**src/pkg/vicif_pkg.sv**
```systemverilog
// Constants, carriers and state layout of the virtual CPU interface bank.
// Assumes the core presents one decoded system-register access per cycle.
package vicif_pkg;

  // ****************************************************************
  // Access encodings {op0, op1, crn, crm, op2}
  // ****************************************************************
  localparam logic [15:0] VICIF_ENC_AP0 = {2'h3, 3'h0, 4'hc, 4'h8, 3'h4};
  localparam logic [15:0] VICIF_ENC_AP1 = {2'h3, 3'h0, 4'hc, 4'h9, 3'h0};
  localparam logic [15:0] VICIF_ENC_BPR0 = {2'h3, 3'h0, 4'hc, 4'h8, 3'h3};
  localparam logic [15:0] VICIF_ENC_BPR1 = {2'h3, 3'h0, 4'hc, 4'hc, 3'h3};
  localparam logic [15:0] VICIF_ENC_CTLR = {2'h3, 3'h0, 4'hc, 4'hc, 3'h4};
  localparam logic [15:0] VICIF_ENC_EOI0 = {2'h3, 3'h0, 4'hc, 4'h8, 3'h1};
  localparam logic [15:0] VICIF_ENC_EOI1 = {2'h3, 3'h0, 4'hc, 4'hc, 3'h1};
  localparam logic [15:0] VICIF_ENC_DIR = {2'h3, 3'h0, 4'hc, 4'hb, 3'h1};
  localparam logic [15:0] VICIF_ENC_SRE3 = {2'h3, 3'h6, 4'hc, 4'hc, 3'h5};

  // ****************************************************************
  // Field positions and fixed values
  // ****************************************************************
  localparam int VICIF_SRE3_ENABLE_BIT = 3;
  localparam int VICIF_SRE3_IRQ_BYP_BIT = 2;
  localparam int VICIF_SRE3_FIQ_BYP_BIT = 1;
  localparam int VICIF_SRE3_SELECT_BIT = 0;
  localparam int VICIF_CTLR_A3V_BIT = 15;
  localparam int VICIF_CTLR_LOCAL_SYSERR_SUPPORT_BIT = 14;
  localparam int VICIF_CTLR_IDW_LSB = 11;
  localparam int VICIF_CTLR_PRIW_LSB = 8;
  localparam int VICIF_CTLR_EOI_BIT = 1;
  localparam int VICIF_CTLR_CBP_BIT = 0;
  localparam int VICIF_BP_LSB = 0;
  localparam int VICIF_BP_W = 3;
  localparam int VICIF_PRIO_LEVELS = 32;
  localparam int VICIF_PRIO_W = 5;
  localparam int VICIF_INTID_W = 16;

  localparam logic VICIF_A3V_VAL = 1'h1;
  localparam logic VICIF_LOCAL_SYSERR_SUPPORT_VAL = 1'h0;
  localparam logic [2:0] VICIF_IDW_VAL = 3'h0;
  localparam logic [2:0] VICIF_PRIW_VAL = 3'h4;
  localparam logic VICIF_ONE_VAL = 1'h1;
  localparam logic [2:0] VICIF_BP0_MIN = 3'h2;
  localparam logic [2:0] VICIF_BP1_S_MIN = 3'h2;
  localparam logic [2:0] VICIF_BP1_NS_MIN = 3'h3;
  localparam logic [2:0] VICIF_BP_MAX = 3'h7;

  // ****************************************************************
  // Carriers
  // ****************************************************************
  typedef struct packed {
    logic valid;
    logic write;
    logic [1:0] op0;
    logic [2:0] op1;
    logic [3:0] crn;
    logic [3:0] crm;
    logic [2:0] op2;
    logic [31:0] wdata;
  } vicif_req_t;

  typedef struct packed {
    logic ack;
    logic undef;
    logic [31:0] rdata;
  } vicif_rsp_t;

  typedef struct packed {
    logic valid;
    logic group1;
    logic [4:0] prio;
  } vicif_act_t;

  typedef struct packed {
    vicif_rsp_t rsp;
    logic irq_byp_dis;
    logic fiq_byp_dis;
    logic [31:0] ap0;
    logic [31:0] ap1;
    logic [2:0] bpr0;
    logic [2:0] bpr1_s;
    logic [2:0] bpr1_ns;
    logic split_eoi;
    logic common_bp;
    logic [2:0] g0_bp;
    logic [2:0] g1_bp;
    logic deact_valid;
    logic [15:0] deact_intid;
  } vicif_state_t;

  // ****************************************************************
  // Reset values
  // ****************************************************************
  localparam logic [31:0] VICIF_AP_RST = 32'h0;
  localparam logic [2:0] VICIF_BP0_RST = 3'h2;
  localparam logic [2:0] VICIF_BP1_S_RST = 3'h2;
  localparam logic [2:0] VICIF_BP1_NS_RST = 3'h3;
  localparam vicif_state_t VICIF_STATE_RST = '{
    rsp: '{ack: 1'h0, undef: 1'h0, rdata: 32'h0},
    irq_byp_dis: 1'h0, fiq_byp_dis: 1'h0,
    ap0: VICIF_AP_RST, ap1: VICIF_AP_RST,
    bpr0: VICIF_BP0_RST, bpr1_s: VICIF_BP1_S_RST,
    bpr1_ns: VICIF_BP1_NS_RST,
    split_eoi: 1'h0, common_bp: 1'h0,
    g0_bp: VICIF_BP0_RST, g1_bp: VICIF_BP1_NS_RST,
    deact_valid: 1'h0, deact_intid: 16'h0};

endpackage

```
**src/core/vicif_bp_calc.sv**
```systemverilog
// Binary point arithmetic: clamp a written value to the implemented
// minimum, and the plus-one saturated alias of a base value.
// Purely combinational; the caller registers the results.
`timescale 1ns/1ps
module vicif_bp_calc (
  input wire logic [2:0] i_wval,
  input wire logic [2:0] i_min,
  input wire logic [2:0] i_base,
  output logic [2:0] o_clamped,
  output logic [2:0] o_plus1_sat
);
  always_comb begin
    o_clamped = (i_wval < i_min) ? i_min : i_wval;
    if (i_base == vicif_pkg::VICIF_BP_MAX) begin
      o_plus1_sat = vicif_pkg::VICIF_BP_MAX;
    end else begin
      o_plus1_sat = i_base + 3'h1;
    end
  end
endmodule

```
**src/core/vicif_prio_drop.sv**
```systemverilog
// Finds the highest active priority (lowest set bit) of an
// active-priority bitmap and returns it as a one-hot clear mask.
// Combinational; an all-zero bitmap yields an all-zero mask.
`timescale 1ns/1ps
module vicif_prio_drop (
  input wire logic [31:0] i_bits,
  output logic [31:0] o_clear
);
  logic [32:0] below;
  assign below[0] = 1'b0;
  genvar n;
  generate
    for (n = 0; n < vicif_pkg::VICIF_PRIO_LEVELS; n++) begin : g_bit
      assign o_clear[n] = i_bits[n] & ~below[n];
      assign below[n + 1] = below[n] | i_bits[n];
    end
  endgenerate
endmodule

```
**src/core/vicif_regs.sv**
```systemverilog
// Register bank of the virtual CPU interface plus the EL3 register
// enable control, reached by system-register encoding.
// Assumes the core decodes privilege and traps before presenting an
// access; each access is one request cycle, answered one cycle later.
`timescale 1ns/1ps

module vicif_regs (
  input wire logic i_sys_clk,
  input wire logic i_rst_n,
  input wire vicif_pkg::vicif_req_t i_req,
  input wire vicif_pkg::vicif_act_t i_act,
  input wire logic i_secure,
  output vicif_pkg::vicif_rsp_t o_rsp,
  output logic o_irq_bypass_disable,
  output logic o_fiq_bypass_disable,
  output logic o_virt_split_eoi_mode,
  output logic o_virt_common_binary_point,
  output logic [2:0] o_g0_preempt_point,
  output logic [2:0] o_g1_preempt_point,
  output logic [31:0] o_g0_active,
  output logic [31:0] o_g1_active,
  output logic o_deact_valid,
  output logic [15:0] o_deact_intid
);

  // ****************************************************************
  // State
  // ****************************************************************
  vicif_pkg::vicif_state_t st_r;
  vicif_pkg::vicif_state_t st_nxt;

  logic [15:0] enc;
  logic is_wr;
  logic is_rd;
  logic [2:0] bp1_min;
  logic [2:0] bp1_cur;
  logic [2:0] bp0_clamped;
  logic [2:0] bp1_clamped;
  logic [2:0] bp0_plus1;
  logic [31:0] drop0_mask;
  logic [31:0] drop1_mask;
  logic [31:0] clr0;
  logic [31:0] clr1;
  logic [31:0] set0;
  logic [31:0] set1;
  logic [31:0] act_onehot;
  logic [31:0] ctlr_rd;
  logic [31:0] sre3_rd;
  logic [31:0] bpr0_rd;
  logic [31:0] bpr1_rd;

  assign enc = {i_req.op0, i_req.op1, i_req.crn, i_req.crm, i_req.op2};
  assign is_wr = i_req.valid & i_req.write;
  assign is_rd = i_req.valid & ~i_req.write;

  // Each security state keeps its own Group 1 instance
  assign bp1_min = i_secure ? vicif_pkg::VICIF_BP1_S_MIN
                            : vicif_pkg::VICIF_BP1_NS_MIN;
  assign bp1_cur = i_secure ? st_r.bpr1_s : st_r.bpr1_ns;

  // ****************************************************************
  // Helpers
  // ****************************************************************
  vicif_bp_calc u_bp0 (
    .i_wval(i_req.wdata[2:0]),
    .i_min(vicif_pkg::VICIF_BP0_MIN),
    .i_base(st_r.bpr0),
    .o_clamped(bp0_clamped),
    .o_plus1_sat(bp0_plus1)
  );

  vicif_bp_calc u_bp1 (
    .i_wval(i_req.wdata[2:0]),
    .i_min(bp1_min),
    .i_base(bp1_cur),
    .o_clamped(bp1_clamped),
    .o_plus1_sat()
  );

  vicif_prio_drop u_drop0 (
    .i_bits(st_r.ap0),
    .o_clear(drop0_mask)
  );

  vicif_prio_drop u_drop1 (
    .i_bits(st_r.ap1),
    .o_clear(drop1_mask)
  );

  // ****************************************************************
  // Read images of the registers with fixed fields
  // ****************************************************************
  always_comb begin
    sre3_rd = 32'h0;
    sre3_rd[vicif_pkg::VICIF_SRE3_ENABLE_BIT] =
      vicif_pkg::VICIF_ONE_VAL;
    sre3_rd[vicif_pkg::VICIF_SRE3_IRQ_BYP_BIT] = st_r.irq_byp_dis;
    sre3_rd[vicif_pkg::VICIF_SRE3_FIQ_BYP_BIT] = st_r.fiq_byp_dis;
    sre3_rd[vicif_pkg::VICIF_SRE3_SELECT_BIT] =
      vicif_pkg::VICIF_ONE_VAL;
  end

  always_comb begin
    ctlr_rd = 32'h0;
    ctlr_rd[vicif_pkg::VICIF_CTLR_A3V_BIT] =
      vicif_pkg::VICIF_A3V_VAL;
    ctlr_rd[vicif_pkg::VICIF_CTLR_LOCAL_SYSERR_SUPPORT_BIT] =
      vicif_pkg::VICIF_LOCAL_SYSERR_SUPPORT_VAL;
    ctlr_rd[vicif_pkg::VICIF_CTLR_IDW_LSB +: 3] =
      vicif_pkg::VICIF_IDW_VAL;
    ctlr_rd[vicif_pkg::VICIF_CTLR_PRIW_LSB +: 3] =
      vicif_pkg::VICIF_PRIW_VAL;
    ctlr_rd[vicif_pkg::VICIF_CTLR_EOI_BIT] = st_r.split_eoi;
    ctlr_rd[vicif_pkg::VICIF_CTLR_CBP_BIT] = st_r.common_bp;
  end

  // ****************************************************************
  // Read images of the binary point registers
  // ****************************************************************
  // Clamping happens on write, so a stored point is always legal and
  // the read side only has to place it and zero the rest.
  always_comb begin
    bpr0_rd = 32'h0;
    bpr0_rd[vicif_pkg::VICIF_BP_LSB +: vicif_pkg::VICIF_BP_W] =
      st_r.bpr0;
  end

  // Under the common point the Group 1 view is derived, not stored, so
  // the banked values survive untouched for when the bit is cleared.
  always_comb begin
    bpr1_rd = 32'h0;
    if (st_r.common_bp) begin
      bpr1_rd[vicif_pkg::VICIF_BP_LSB +: vicif_pkg::VICIF_BP_W] =
        bp0_plus1;
    end else begin
      bpr1_rd[vicif_pkg::VICIF_BP_LSB +: vicif_pkg::VICIF_BP_W] =
        bp1_cur;
    end
  end

  // ****************************************************************
  // Activation from the acknowledge path
  // ****************************************************************
  // Bit n of a map stands for priority n*8, so the 5-bit level is the
  // bit index directly.
  // One comparator per level; a level outside the map cannot occur
  // because the priority field is exactly five bits wide.
  genvar lvl;
  generate
    for (lvl = 0; lvl < vicif_pkg::VICIF_PRIO_LEVELS; lvl++) begin : g_lvl
      assign act_onehot[lvl] = (i_act.prio == 5'(lvl));
    end
  endgenerate

  always_comb begin
    set0 = (i_act.valid & ~i_act.group1) ? act_onehot : 32'h0;
    set1 = (i_act.valid & i_act.group1) ? act_onehot : 32'h0;
  end

  // ****************************************************************
  // Next state
  // ****************************************************************
  always_comb begin
    st_nxt = st_r;
    clr0 = 32'h0;
    clr1 = 32'h0;
    st_nxt.rsp.ack = 1'b0;
    st_nxt.rsp.undef = 1'b0;
    st_nxt.rsp.rdata = 32'h0;
    st_nxt.deact_valid = 1'b0;
    if (i_req.valid) begin
      st_nxt.rsp.ack = 1'b1;
      case (enc)
        vicif_pkg::VICIF_ENC_SRE3: begin
          if (is_rd) begin
            st_nxt.rsp.rdata = sre3_rd;
          end else begin
            st_nxt.irq_byp_dis =
              i_req.wdata[vicif_pkg::VICIF_SRE3_IRQ_BYP_BIT];
            st_nxt.fiq_byp_dis =
              i_req.wdata[vicif_pkg::VICIF_SRE3_FIQ_BYP_BIT];
          end
        end
        vicif_pkg::VICIF_ENC_AP0: begin
          if (is_rd) begin
            st_nxt.rsp.rdata = st_r.ap0;
          end else begin
            st_nxt.ap0 = i_req.wdata;
          end
        end
        vicif_pkg::VICIF_ENC_AP1: begin
          if (is_rd) begin
            st_nxt.rsp.rdata = st_r.ap1;
          end else begin
            st_nxt.ap1 = i_req.wdata;
          end
        end
        vicif_pkg::VICIF_ENC_BPR0: begin
          if (is_rd) begin
            st_nxt.rsp.rdata = bpr0_rd;
          end else begin
            st_nxt.bpr0 = bp0_clamped;
          end
        end
        vicif_pkg::VICIF_ENC_BPR1: begin
          if (is_rd) begin
            st_nxt.rsp.rdata = bpr1_rd;
          end else if (!st_r.common_bp) begin
            if (i_secure) begin
              st_nxt.bpr1_s = bp1_clamped;
            end else begin
              st_nxt.bpr1_ns = bp1_clamped;
            end
          end
        end
        vicif_pkg::VICIF_ENC_CTLR: begin
          if (is_rd) begin
            st_nxt.rsp.rdata = ctlr_rd;
          end else begin
            // Feature fields are constants; only the two modes store
            st_nxt.split_eoi =
              i_req.wdata[vicif_pkg::VICIF_CTLR_EOI_BIT];
            st_nxt.common_bp =
              i_req.wdata[vicif_pkg::VICIF_CTLR_CBP_BIT];
          end
        end
        vicif_pkg::VICIF_ENC_EOI0: begin
          if (is_wr) begin
            clr0 = drop0_mask;
            if (!st_r.split_eoi) begin
              st_nxt.deact_valid = 1'b1;
              st_nxt.deact_intid = i_req.wdata[15:0];
            end
          end else begin
            st_nxt.rsp.undef = 1'b1;
          end
        end
        vicif_pkg::VICIF_ENC_EOI1: begin
          if (is_wr) begin
            clr1 = drop1_mask;
            if (!st_r.split_eoi) begin
              st_nxt.deact_valid = 1'b1;
              st_nxt.deact_intid = i_req.wdata[15:0];
            end
          end else begin
            st_nxt.rsp.undef = 1'b1;
          end
        end
        vicif_pkg::VICIF_ENC_DIR: begin
          // In combined mode this access has no defined effect; it is
          // acknowledged and dropped so software cannot double-deactivate
          if (is_wr) begin
            if (st_r.split_eoi) begin
              st_nxt.deact_valid = 1'b1;
              st_nxt.deact_intid = i_req.wdata[15:0];
            end
          end else begin
            st_nxt.rsp.undef = 1'b1;
          end
        end
        default: begin
          st_nxt.rsp.undef = 1'b1;
        end
      endcase
    end

    // A new activation wins over a same-cycle drop or software write
    st_nxt.ap0 = (st_nxt.ap0 & ~clr0) | set0;
    st_nxt.ap1 = (st_nxt.ap1 & ~clr1) | set1;

    // Effective preemption points follow the updated registers
    st_nxt.g0_bp = st_nxt.bpr0;
    if (st_nxt.common_bp) begin
      st_nxt.g1_bp = st_nxt.bpr0;
    end else if (i_secure) begin
      st_nxt.g1_bp = st_nxt.bpr1_s;
    end else begin
      st_nxt.g1_bp = st_nxt.bpr1_ns;
    end
  end

  // ****************************************************************
  // Registers
  // ****************************************************************
  always_ff @(posedge i_sys_clk or negedge i_rst_n) begin
    if (!i_rst_n) begin
      st_r <= vicif_pkg::VICIF_STATE_RST;
    end else begin
      st_r <= st_nxt;
    end
  end

  // ****************************************************************
  // Outputs, all straight from the state register
  // ****************************************************************
  // Access answer: one cycle after the request, never stalled
  assign o_rsp = st_r.rsp;

  // Mode and bypass levels for the rest of the interface
  assign o_irq_bypass_disable = st_r.irq_byp_dis;
  assign o_fiq_bypass_disable = st_r.fiq_byp_dis;
  assign o_virt_split_eoi_mode = st_r.split_eoi;
  assign o_virt_common_binary_point = st_r.common_bp;

  // Effective preemption points change in the same cycle as a mode change,
  // being computed from the next state and kept on a flip-flop
  assign o_g0_preempt_point = st_r.g0_bp;
  assign o_g1_preempt_point = st_r.g1_bp;

  // Active maps and the deactivate request
  assign o_g0_active = st_r.ap0;
  assign o_g1_active = st_r.ap1;
  assign o_deact_valid = st_r.deact_valid;
  assign o_deact_intid = st_r.deact_intid;

endmodule

```
**config.mk**
```make
export PLATFORM = sky130hd
export DESIGN_NAME = vicif_regs
export DESIGN_NICKNAME = d
export VERILOG_FILES = /design/src/pkg/vicif_pkg.sv /design/src/core/vicif_bp_calc.sv /design/src/core/vicif_prio_drop.sv /design/src/core/vicif_regs.sv
export SDC_FILE = /design/constraint.sdc
export NUM_CORES = 1
export LEC_CHECK = 0
export ABC_AREA = 1
export BUFFER_PORTS_ARGS = -buffer_cell sky130_fd_sc_hd__clkbuf_2
export CAP_MARGIN = 20
export CORE_ASPECT_RATIO = 1.75
export CORE_MARGIN = 5
export CORE_UTILIZATION = 60
export DETAILED_ROUTE_END_ITERATION = 10
export PLACE_DENSITY_LB_ADDON = 0.1
export SETUP_SLACK_MARGIN = 0.2
export SYNTH_ARGS = -nofsm -noshare
export SYNTH_HDL_FRONTEND = slang
export SYNTH_HIERARCHICAL = 1
export SYNTH_SLANG_ARGS = --single-unit
```
**constraint.sdc**
```tcl
create_clock -name i_sys_clk -period 5.7 [get_ports i_sys_clk]
set_input_delay 0.285 -clock i_sys_clk [delete_from_list [all_inputs] [get_ports i_sys_clk]]
set_output_delay 0.285 -clock i_sys_clk [all_outputs]
set_load 0.005 [all_outputs]
```
Yosys cells after proc, flatten, opt, wreduce, memory -nomap -nowiden
Cells that the tools add are included.
{"block": "op_classes", "add_sub_neg": 1, "magnitude_cmp": 2, "n_eq_ne": 45, "n_mux": 47, "n_bitwise": 197, "n_reduce_logical": 8}
{"cell": "2-to-1 mux 32 bit", "count": 14}
{"cell": "one-hot mux 32 bit (6 select lines)", "count": 1}
{"cell": "equality test 16 bit, second input constant", "count": 9}
{"cell": "2-to-1 mux 111 bit", "count": 1}
{"cell": "2-to-1 mux 17 bit", "count": 5}
{"cell": "equality test 5 bit, second input constant", "count": 16}
{"cell": "AND 1 bit", "count": 66}
{"cell": "inverter 1 bit", "count": 65}
{"cell": "AND 32 bit", "count": 2}
{"cell": "inverter 32 bit", "count": 2}
{"cell": "OR 32 bit", "count": 2}
{"cell": "OR 1 bit", "count": 60}
{"cell": "equality test 5 x 4 -> 1 bit, second input constant", "count": 8}
{"cell": "2-to-1 mux 3 bit", "count": 13}
{"cell": "one-hot mux 17 bit (2 select lines)", "count": 1}
{"cell": "equality test 5 x 3 -> 1 bit, second input constant", "count": 4}
{"cell": "2-to-1 mux 6 bit", "count": 3}
{"cell": "2-to-1 mux 16 bit", "count": 1}
{"cell": "equality test 5 x 2 -> 1 bit, second input constant", "count": 2}
{"cell": "2-to-1 mux 2 bit", "count": 4}
{"cell": "!= test 2 bit, second input constant", "count": 3}
{"cell": "AND reduction 3 bit", "count": 2}
{"cell": "AND reduction 6 bit", "count": 1}
{"cell": "OR reduction 6 bit", "count": 1}
{"cell": "13 further kinds", "count": 14}
{"block": "word_totals", "regBits": 131, "inputBits": 60, "output_inout_bits": 125, "wordCells": 315}

Longest topological paths before layout
Gate-level depths: netlist (run 1).
{"block": "depth", "ltp_word": 38, "ltp_mapped": 18, "mapped_depth_nobuf": 18}

Cells and area by module
The synthesis (run 1) kept the hierarchy.
{"module": "vicif_regs", "instances": 1, "cells_each": 1121, "area_per_inst_um2": 8279.2}
{"module": "vicif_prio_drop", "instances": 2, "cells_each": 83, "area_per_inst_um2": 510.5}
{"module": "vicif_bp_calc", "instances": 2, "cells_each": 26, "area_per_inst_um2": 152.6}

Worst setup path before layout (run 1)
OpenSTA, ideal clock, no wires.
{"block": "synth_path", "path_kind": "reg-to-reg", "startpoint": "register st_r, in the netlist o_g1_active[1]", "endpoint": "register st_r, in the netlist o_g1_active[30]", "setup_ps": 126, "t_arrival_ps": 2351, "required_ps": 5574, "slack_ps": 3223, "path_stages_with_launch": 19, "n_path_buf": 0, "period_less_slack_ps": 2477, "cell_sequence": "dfrtp_1 > nor2_2 > nand4_2 > nor3_4 > nand4_4 > nor2_4 > nand4_4 > nor2_4 > nand4_4 > nor2_4 > nand4_4 > nor2_4 > nand4_4 > nor2_4 > nand4_2 > nor2_1 > nand3_1 > nand2_1 > o21ai_0"}
{"item": "from (decl)", "line_no": "vicif_regs.sv:29", "source": "vicif_pkg::vicif_state_t st_r;"}
{"item": "from (signal assigned)", "line_no": "vicif_regs.sv:287", "source": "st_r <= vicif_pkg::VICIF_STATE_RST;"}
{"item": "from (signal assigned)", "line_no": "vicif_regs.sv:289", "source": "st_r <= st_nxt;"}

==> results of run 1 <==
-- stage by stage --
stage | cell area (um2) | setup WS [ns]
final | 10200 | 2.79
after CTS | 10200 | 2.86
after global routing | 10200 | 2.53
after detailed placement | 9590 | 2.88
after global placement | 9590 | 2.98
after floorplan | 9580 | 3.22
-- state kept, by name, summed over array words and instances, names as in the netlist --
signal / flops
o_deact_intid: 16
o_deact_valid: 1
o_fiq_bypass_disable: 1
o_g0_active: 32
o_g0_preempt_point: 3
o_g1_active: 32
o_g1_preempt_point: 3
o_irq_bypass_disable: 1
o_rsp: 34
o_virt_common_binary_point: 1
o_virt_split_eoi_mode: 1
st_r: 6
-- worst max-delay path, delay by kind of cell, from the launching register on --
| family | cells | cell delay, ns |
|---|---|---|
| flops | 1 | 0.45 |
| simple gates | 18 | 2.34 |
-- worst max path at each step --
stage	startpoint	end	slack, ns
2_1_floorplan	o_g1_active[1]$_DFF_PN0_	o_g1_active[30]$_DFF_PN0_	3.22
3_3_place_gp	o_g0_active[0]$_DFF_PN0_	o_g0_active[31]$_DFF_PN0_	2.98
3_5_place_dp	o_g1_active[1]$_DFF_PN0_	o_g1_active[30]$_DFF_PN0_	2.88
4_1_cts	o_g0_active[0]$_DFF_PN0_	o_g0_active[31]$_DFF_PN0_	2.86
5_1_grt	o_g0_active[0]$_DFF_PN0_	o_g0_active[31]$_DFF_PN0_	2.53
6_report	o_g0_active[1]$_DFF_PN0_	o_g0_active[31]$_DFF_PN0_	2.79
-- layer usage --
layer,vias up,part of all wire,GRT usage
met3,119,0.071,0.0624
met1,4224,0.35,0.333
met2,414,0.51,0.544
met5,-,0.00045,0
met4,2,0.067,0.206
li1,4310,-,-
-- report_power, final --
group          internal, uW  switching (uW)
Combinational          89.1             198
Clock                   605             465
Sequential              961            49.2
-- cell usage in the layout, fill, tap and decap left out, types with 2 or more instances in the layout --
master / n
nand4_2: 4
nand2_1: 319
nor3_1: 16
o21ai_0: 75
nand3_4: 2
buf_4: 5
dfstp_2: 6
conb_1: 10
nand3_1: 159
clkinvlp_4: 5
clkinv_1: 3
dfrtp_1: 125
inv_6: 4
nor2_4: 15
inv_2: 9
nor2_1: 87
or2_2: 3
clkbuf_2: 183
o211ai_1: 21
nor3_4: 2
o21ai_1: 28
ha_1: 5
o221ai_1: 2
nand4_4: 10
inv_1: 140
nor4_1: 14
nor3b_1: 2
nor2_2: 13
nand3_2: 4
clkinv_4: 2
clkinv_2: 2
clkbuf_16: 17
a21oi_4: 2
nand2_2: 14
nand4_1: 35
o22ai_1: 25
-- timing repair --
item                                    4_1_cts  5_1_grt
hold endpoints to repair                     62        0
hold buffers                                  1        0
endpoints found under the setup margin        0        0
-- cell type report --
| class | instances | share of cell area |
|---|---|---|
| multi-input cells | 876 | 0.445 |
| well taps | 189 | 0.0232 |
| inverters | 152 | 0.0560 |
| clock inverters | 14 | 0.0128 |
| clock buffers | 18 | 0.0421 |
| repair buffers | 191 | 0.0984 |
| flip-flops and latches | 131 | 0.322 |
==> qor.csv, run 1 <==
stage;metric;value;unit
floorplan;row count;61;
setup_path;Worst Setup End Kind;flip-flop;
sta;slew margin rel.;0.327;
floorplan;Die H;177;um
global_routing;global-route wire length before repair;45300;um
sta;fin crit period;2.91;ns
min_path;Hold Path End;o_deact_intid[9]$_DFFE_PN0P_;
routing;DR vias;9069;
sta;Fin. Hold Viols;0;
routing;DRT Wirelength;28800;um
floorplan;core footprint;0.0158;mm2
clocking;post-CTS setup buffers;0;
placed_design;GP Congestion;0.911;
layout;# fillers;1467;
layout;NumNets Final;1434;
routing;Routed Antenna Nets;0;
yosys;cell count after synthesis;1330;
setup_path;critical path launch point type;flip-flop;
min_path;hold-critical path depth;3;
setup_path;Req. time, crit path;6.00;ns
sta;Pins Over Slew Limit;0;
global_routing;Overflow after GRT;0;
sta;RSZ-0062 raised after global routing;false;
clocking;H-tree Lvls;4;
clocking;root buf cell;clkbuf_16;
clocking;TritonCTS clock tree;yes;
setup_path;reg2reg end;o_g0_active[31]$_DFF_PN0_;
floorplan;Initial Utilization;0.604;
clocking;post-CTS sizing;0;
clocking;CTS Buf Count;17;
global_routing;initial antenna violation count;1;
setup_path;crit-path max FO;7;
setup_path;crit-path cells;nor2_2 > nand4_2 > nor3_4 > nand4_4 > nor2_4 > nand4_4 > nor2_4 > nand4_4 > nor2_4 > nand4_4 > nor2_4 > nand4_4 > nor2_4 > nand4_2 > nor2_1 > nand2_1 > nand3_1 > nand2_1;
placed_design;I/O Buffers;184;
clocking;Max Buffers Root-to-Sink;2;
routing;wire per inst;18.3;um
placed_design;placed instance count;1537;
routing;DRT Pass-1 Iters;7;
yosys;mean post-synth cell area;7.18;um2
global_routing;vias in the first global route;8889;
global_routing;Tot GR Track Use;0.309;
layout;Multi-input gate area;0.00453;mm2
sta;hold slack;0.124;ns
routing;Iteration-0 DRC Markers;716;
floorplan;# IOs;185;
floorplan;die area;0.0186;mm2
floorplan;die width;105;um
setup_path;critical path class;flip-flop to flip-flop;
power_and_ir_drop;post-layout total power;2370;uW
sta;Fin Setup TNS;0;ns
power_and_ir_drop;LEAKAGE;0.00554;uW
layout;ANT cells;0;
sta;actual slew at the worst max-slew pin;1.01;ns
clocking;Worst-Skew Late Latency;0.42;ns
layout;Area Overhead vs Synth;6.68;%
global_routing;largest net degree at the start of global routing;70;
yosys;Syn Std Cell Area;0.00955;mm2
layout;final core occ;0.645;
power_and_ir_drop;P per Cell Area;232;mW/mm2
min_path;Hold WC Path Type;input pin to flip-flop;
setup_path;slowest stage cell on the critical path;dfrtp_1;
yosys;Synth warnings;6;
layout;share of cells above drive strength 1;0.225;
status;status;complete, no violations;
setup_path;CP Data Arrival Time;3.21;ns
routing;Residual DRC;0;
power_and_ir_drop;peak supply drop;192;uV
layout;Layout Cells excl Fill;1571;
sta;setup violators final;0;
clocking;clock-pin slew on the worst setup and hold paths;0.07;ns
sta;Layout Skew;0.0108;ns
job;Max-Cap Viols;0;
sta;fmax;343;MHz
setup_path;flop2flop setup slack;2.79;ns
sta;fin crit share;0.511;
clocking;Clock Sinks;131;
setup_path;worst reg2reg path depth;18;
setup_path;slowest stage delay, CP;0.45;ns
min_path;worst hold start;i_req[9];
placed_design;hpwl dp;20500;um
setup_path;worst flop-to-flop path startpoint;o_g0_active[1]$_DFF_PN0_;
layout;FF/Latch Area;0.00329;mm2
routing;Via density;5.77;
(Power assumes the default switching activity.)
==> run 2, diff against run 1 <==
Settings changed: CORE_UTILIZATION 60 to 51.
Clock period 5.7 ns to 2.55 ns, I/O delays scaled along.
==> qor.csv, run 2 (synthesis gave the netlist of run 1 again) <==
stage;metric;value;unit
sta;Pins Over Slew Limit;0;
setup_path;crit-path max FO;4;
floorplan;core footprint;0.0185;mm2
layout;most common cell after layout, fill and taps aside;nand2_1;
floorplan;Initial Utilization;0.516;
power_and_ir_drop;Seq pwr share;0.380;
min_path;Hold WC Path Type;input pin to flip-flop;
floorplan;die area;0.0217;mm2
clocking;clock-pin slew on the worst setup and hold paths;0.06;ns
floorplan;die width;113;um
setup_path;Req. time, crit path;2.87;ns
setup_path;critical path class;flip-flop to flip-flop;
routing;DR vias;9404;
routing;Iteration-0 DRC Markers;724;
global_routing;Tot GR Track Use;0.283;
layout;Largest register FFs;34;
min_path;hold-critical path depth;1;
sta;Layout Skew;0.00723;ns
routing;DRT Wirelength;30900;um
setup_path;critical path launch point type;flip-flop;
sta;setup ws final;-0.201;ns
routing;Routed Antenna Nets;0;
power_and_ir_drop;peak supply drop;352;uV
layout;ANT cells;0;
sta;fin crit share;1.08;
placed_design;placed instance count;1626;
setup_path;worst flop-to-flop path startpoint;o_g1_active[1]$_DFF_PN0_;
placed_design;hpwl dp;22400;um
setup_path;Worst Setup End Kind;flip-flop;
floorplan;# IOs;185;
setup_path;slowest stage cell on the critical path;dfrtp_1;
status;status;finished, violations left;
sta;fmax;364;MHz
min_path;Hold Path End;o_rsp[33]$_DFF_PN0_;
sta;Fin. Hold Viols;0;
layout;Layout Cells excl Fill;1690;
routing;wire per inst;18.3;um
setup_path;cell repeated most along the worst path;nand4_4;
clocking;CTS Buf Count;17;
routing;Residual DRC;0;
global_routing;global-route wire length before repair;47700;um
job;Max-Cap Viols;0;
sta;RSZ-0062 raised after global routing;true;
power_and_ir_drop;post-layout total power;5940;uW
sta;fin crit period;2.75;ns
routing;Via density;5.56;
floorplan;row count;66;
power_and_ir_drop;clock network power share;0.494;
clocking;Clock Sinks;131;
layout;NumNets Final;1504;
global_routing;vias in the first global route;8952;
setup_path;slowest stage delay, CP;0.41;ns
floorplan;Die H;191;um
placed_design;I/O Buffers;184;
global_routing;initial antenna violation count;1;
setup_path;flop2flop setup slack;-0.20;ns
setup_path;crit-path cells;nor2_4 > nand4_4 > nor3_4 > nand4_4 > nor2_4 > nand4_4 > nor2_4 > nand4_4 > nor2_4 > nand4_4 > nor2_4 > nand4_4 > buf_6 > buf_6 > nor3_2 > nand3_1 > nand2_1 > nand2_1;
sta;slew margin rel.;0.551;
setup_path;CP Data Arrival Time;3.07;ns
clocking;Max Buffers Root-to-Sink;2;
power_and_ir_drop;switching power total;1540;uW
global_routing;largest net degree at the start of global routing;69;
sta;setup violators final;14;
clocking;H-tree Lvls;4;
layout;# fillers;1806;
placed_design;pre-CTS setup slack;-0.0746;ns
clocking;TritonCTS clock tree;yes;
clocking;root buf cell;clkbuf_16;
sta;actual slew at the worst max-slew pin;0.672;ns
power_and_ir_drop;Switching Share;0.260;
status;failing checks;negative setup slack;
min_path;worst hold start;i_req[49];
power_and_ir_drop;design internal power;4400;uW
sta;Fin Setup TNS;-1.11;ns
routing;DRT Pass-1 Iters;5;
layout;Area Overhead vs Synth;16.5;%
power_and_ir_drop;Comb pwr share;0.127;
placed_design;GP Congestion;0.904;
layout;commonest cells after routing, fill and taps aside;nand2_1, clkbuf_2, nand3_1, inv_1, dfrtp_1;
global_routing;Overflow after GRT;0;
clocking;Worst-Skew Late Latency;0.43;ns
setup_path;worst reg2reg path depth;18;
power_and_ir_drop;P per Cell Area;534;mW/mm2
power_and_ir_drop;LEAKAGE;0.00597;uW
setup_path;reg2reg end;o_g1_active[27]$_DFF_PN0_;
layout;share of cells above drive strength 1;0.261;
[run 2: cell types whose count changed in the layout (fill, tap and decap cells not counted), sizes merged]
cell	before	now
clkinv	7	4
dlygate4sd3	1	16
clkbuf	201	207
buf	7	62
bufinv	1	6
inv	153	149
clkinvlp	5	1
[run 2: critical path: cells and delay by family (launching register included)]
kind,cells,cell delay [ns]
DFF,1,0.41
and+or+nand+nor,16,1.96
buffers and inverters,2,0.27
[run 2: per-layer routing]
metal  wire, um  part of all wire  global-route usage  up-vias
li1           -                 -                   -     4450
met1      10700              0.35               0.306     4450
met2      16500              0.54               0.511      390
met3       1880             0.061              0.0504      112
met4       1760             0.057               0.165        2
met5         13           0.00042                   0        -
[run 2: worst max path at each step]
stage,startpoint,end,slack [ns]
finish,o_g1_active[1]$_DFF_PN0_,o_g1_active[27]$_DFF_PN0_,-0.20
CTS,o_g0_active[1]$_DFF_PN0_,o_g0_active[31]$_DFF_PN0_,-0.06
detailed placement,o_g1_active[1]$_DFF_PN0_,o_g1_active[30]$_DFF_PN0_,-0.07
global route,o_g1_active[1]$_DFF_PN0_,o_g1_active[30]$_DFF_PN0_,-0.33
floorplan,o_g1_active[1]$_DFF_PN0_,o_g1_active[30]$_DFF_PN0_,0.07
global placement,o_g0_active[1]$_DFF_PN0_,o_g0_active[31]$_DFF_PN0_,-0.006
[run 2: cell type report]
class | count | area [um2] | area share
Clock buffer | 24 | 512 | 0.0460
Inverter | 152 | 571 | 0.0513
Timing Repair Buffer | 261 | 1620 | 0.146
Multi-Input combinational cell | 876 | 4650 | 0.418
Clock inverter | 8 | 193 | 0.0173
Tap cell | 238 | 298 | 0.0268
Sequential cell | 131 | 3290 | 0.295
[run 2: timing repair]
item,4_1_cts,5_1_grt
gates resized for setup,12,22
hold buffers,16,0
setup buffers,6,10
hold endpoints to repair,62,0
setup endpoints to repair,18,25
pin swaps,3,12
[run 2: power by group through the flow]
| stage | clock network (uW) | logic [uW] | registers (uW) |
|---|---|---|---|
| floorplan | 0 | 460 | 2260 |
| global placement | 0 | 690 | 2280 |
| detailed placement | 0 | 697 | 2280 |
| CTS | 2950 | 733 | 2250 |
| global route | 3050 | 828 | 2270 |
| finish | 2930 | 752 | 2260 |
[run 2: metrics by stage]
step / util / instance area [um2] / hold slack (ns)
floorplan: - / 9590 / -0.168
global placement: 0.541 / 10000 / 0.128
detailed placement: 0.541 / 10000 / 0.131
CTS: 0.593 / 11000 / 0.0180
global route: 0.602 / 11100 / 0.0207
finish: 0.602 / 11100 / 0.0305
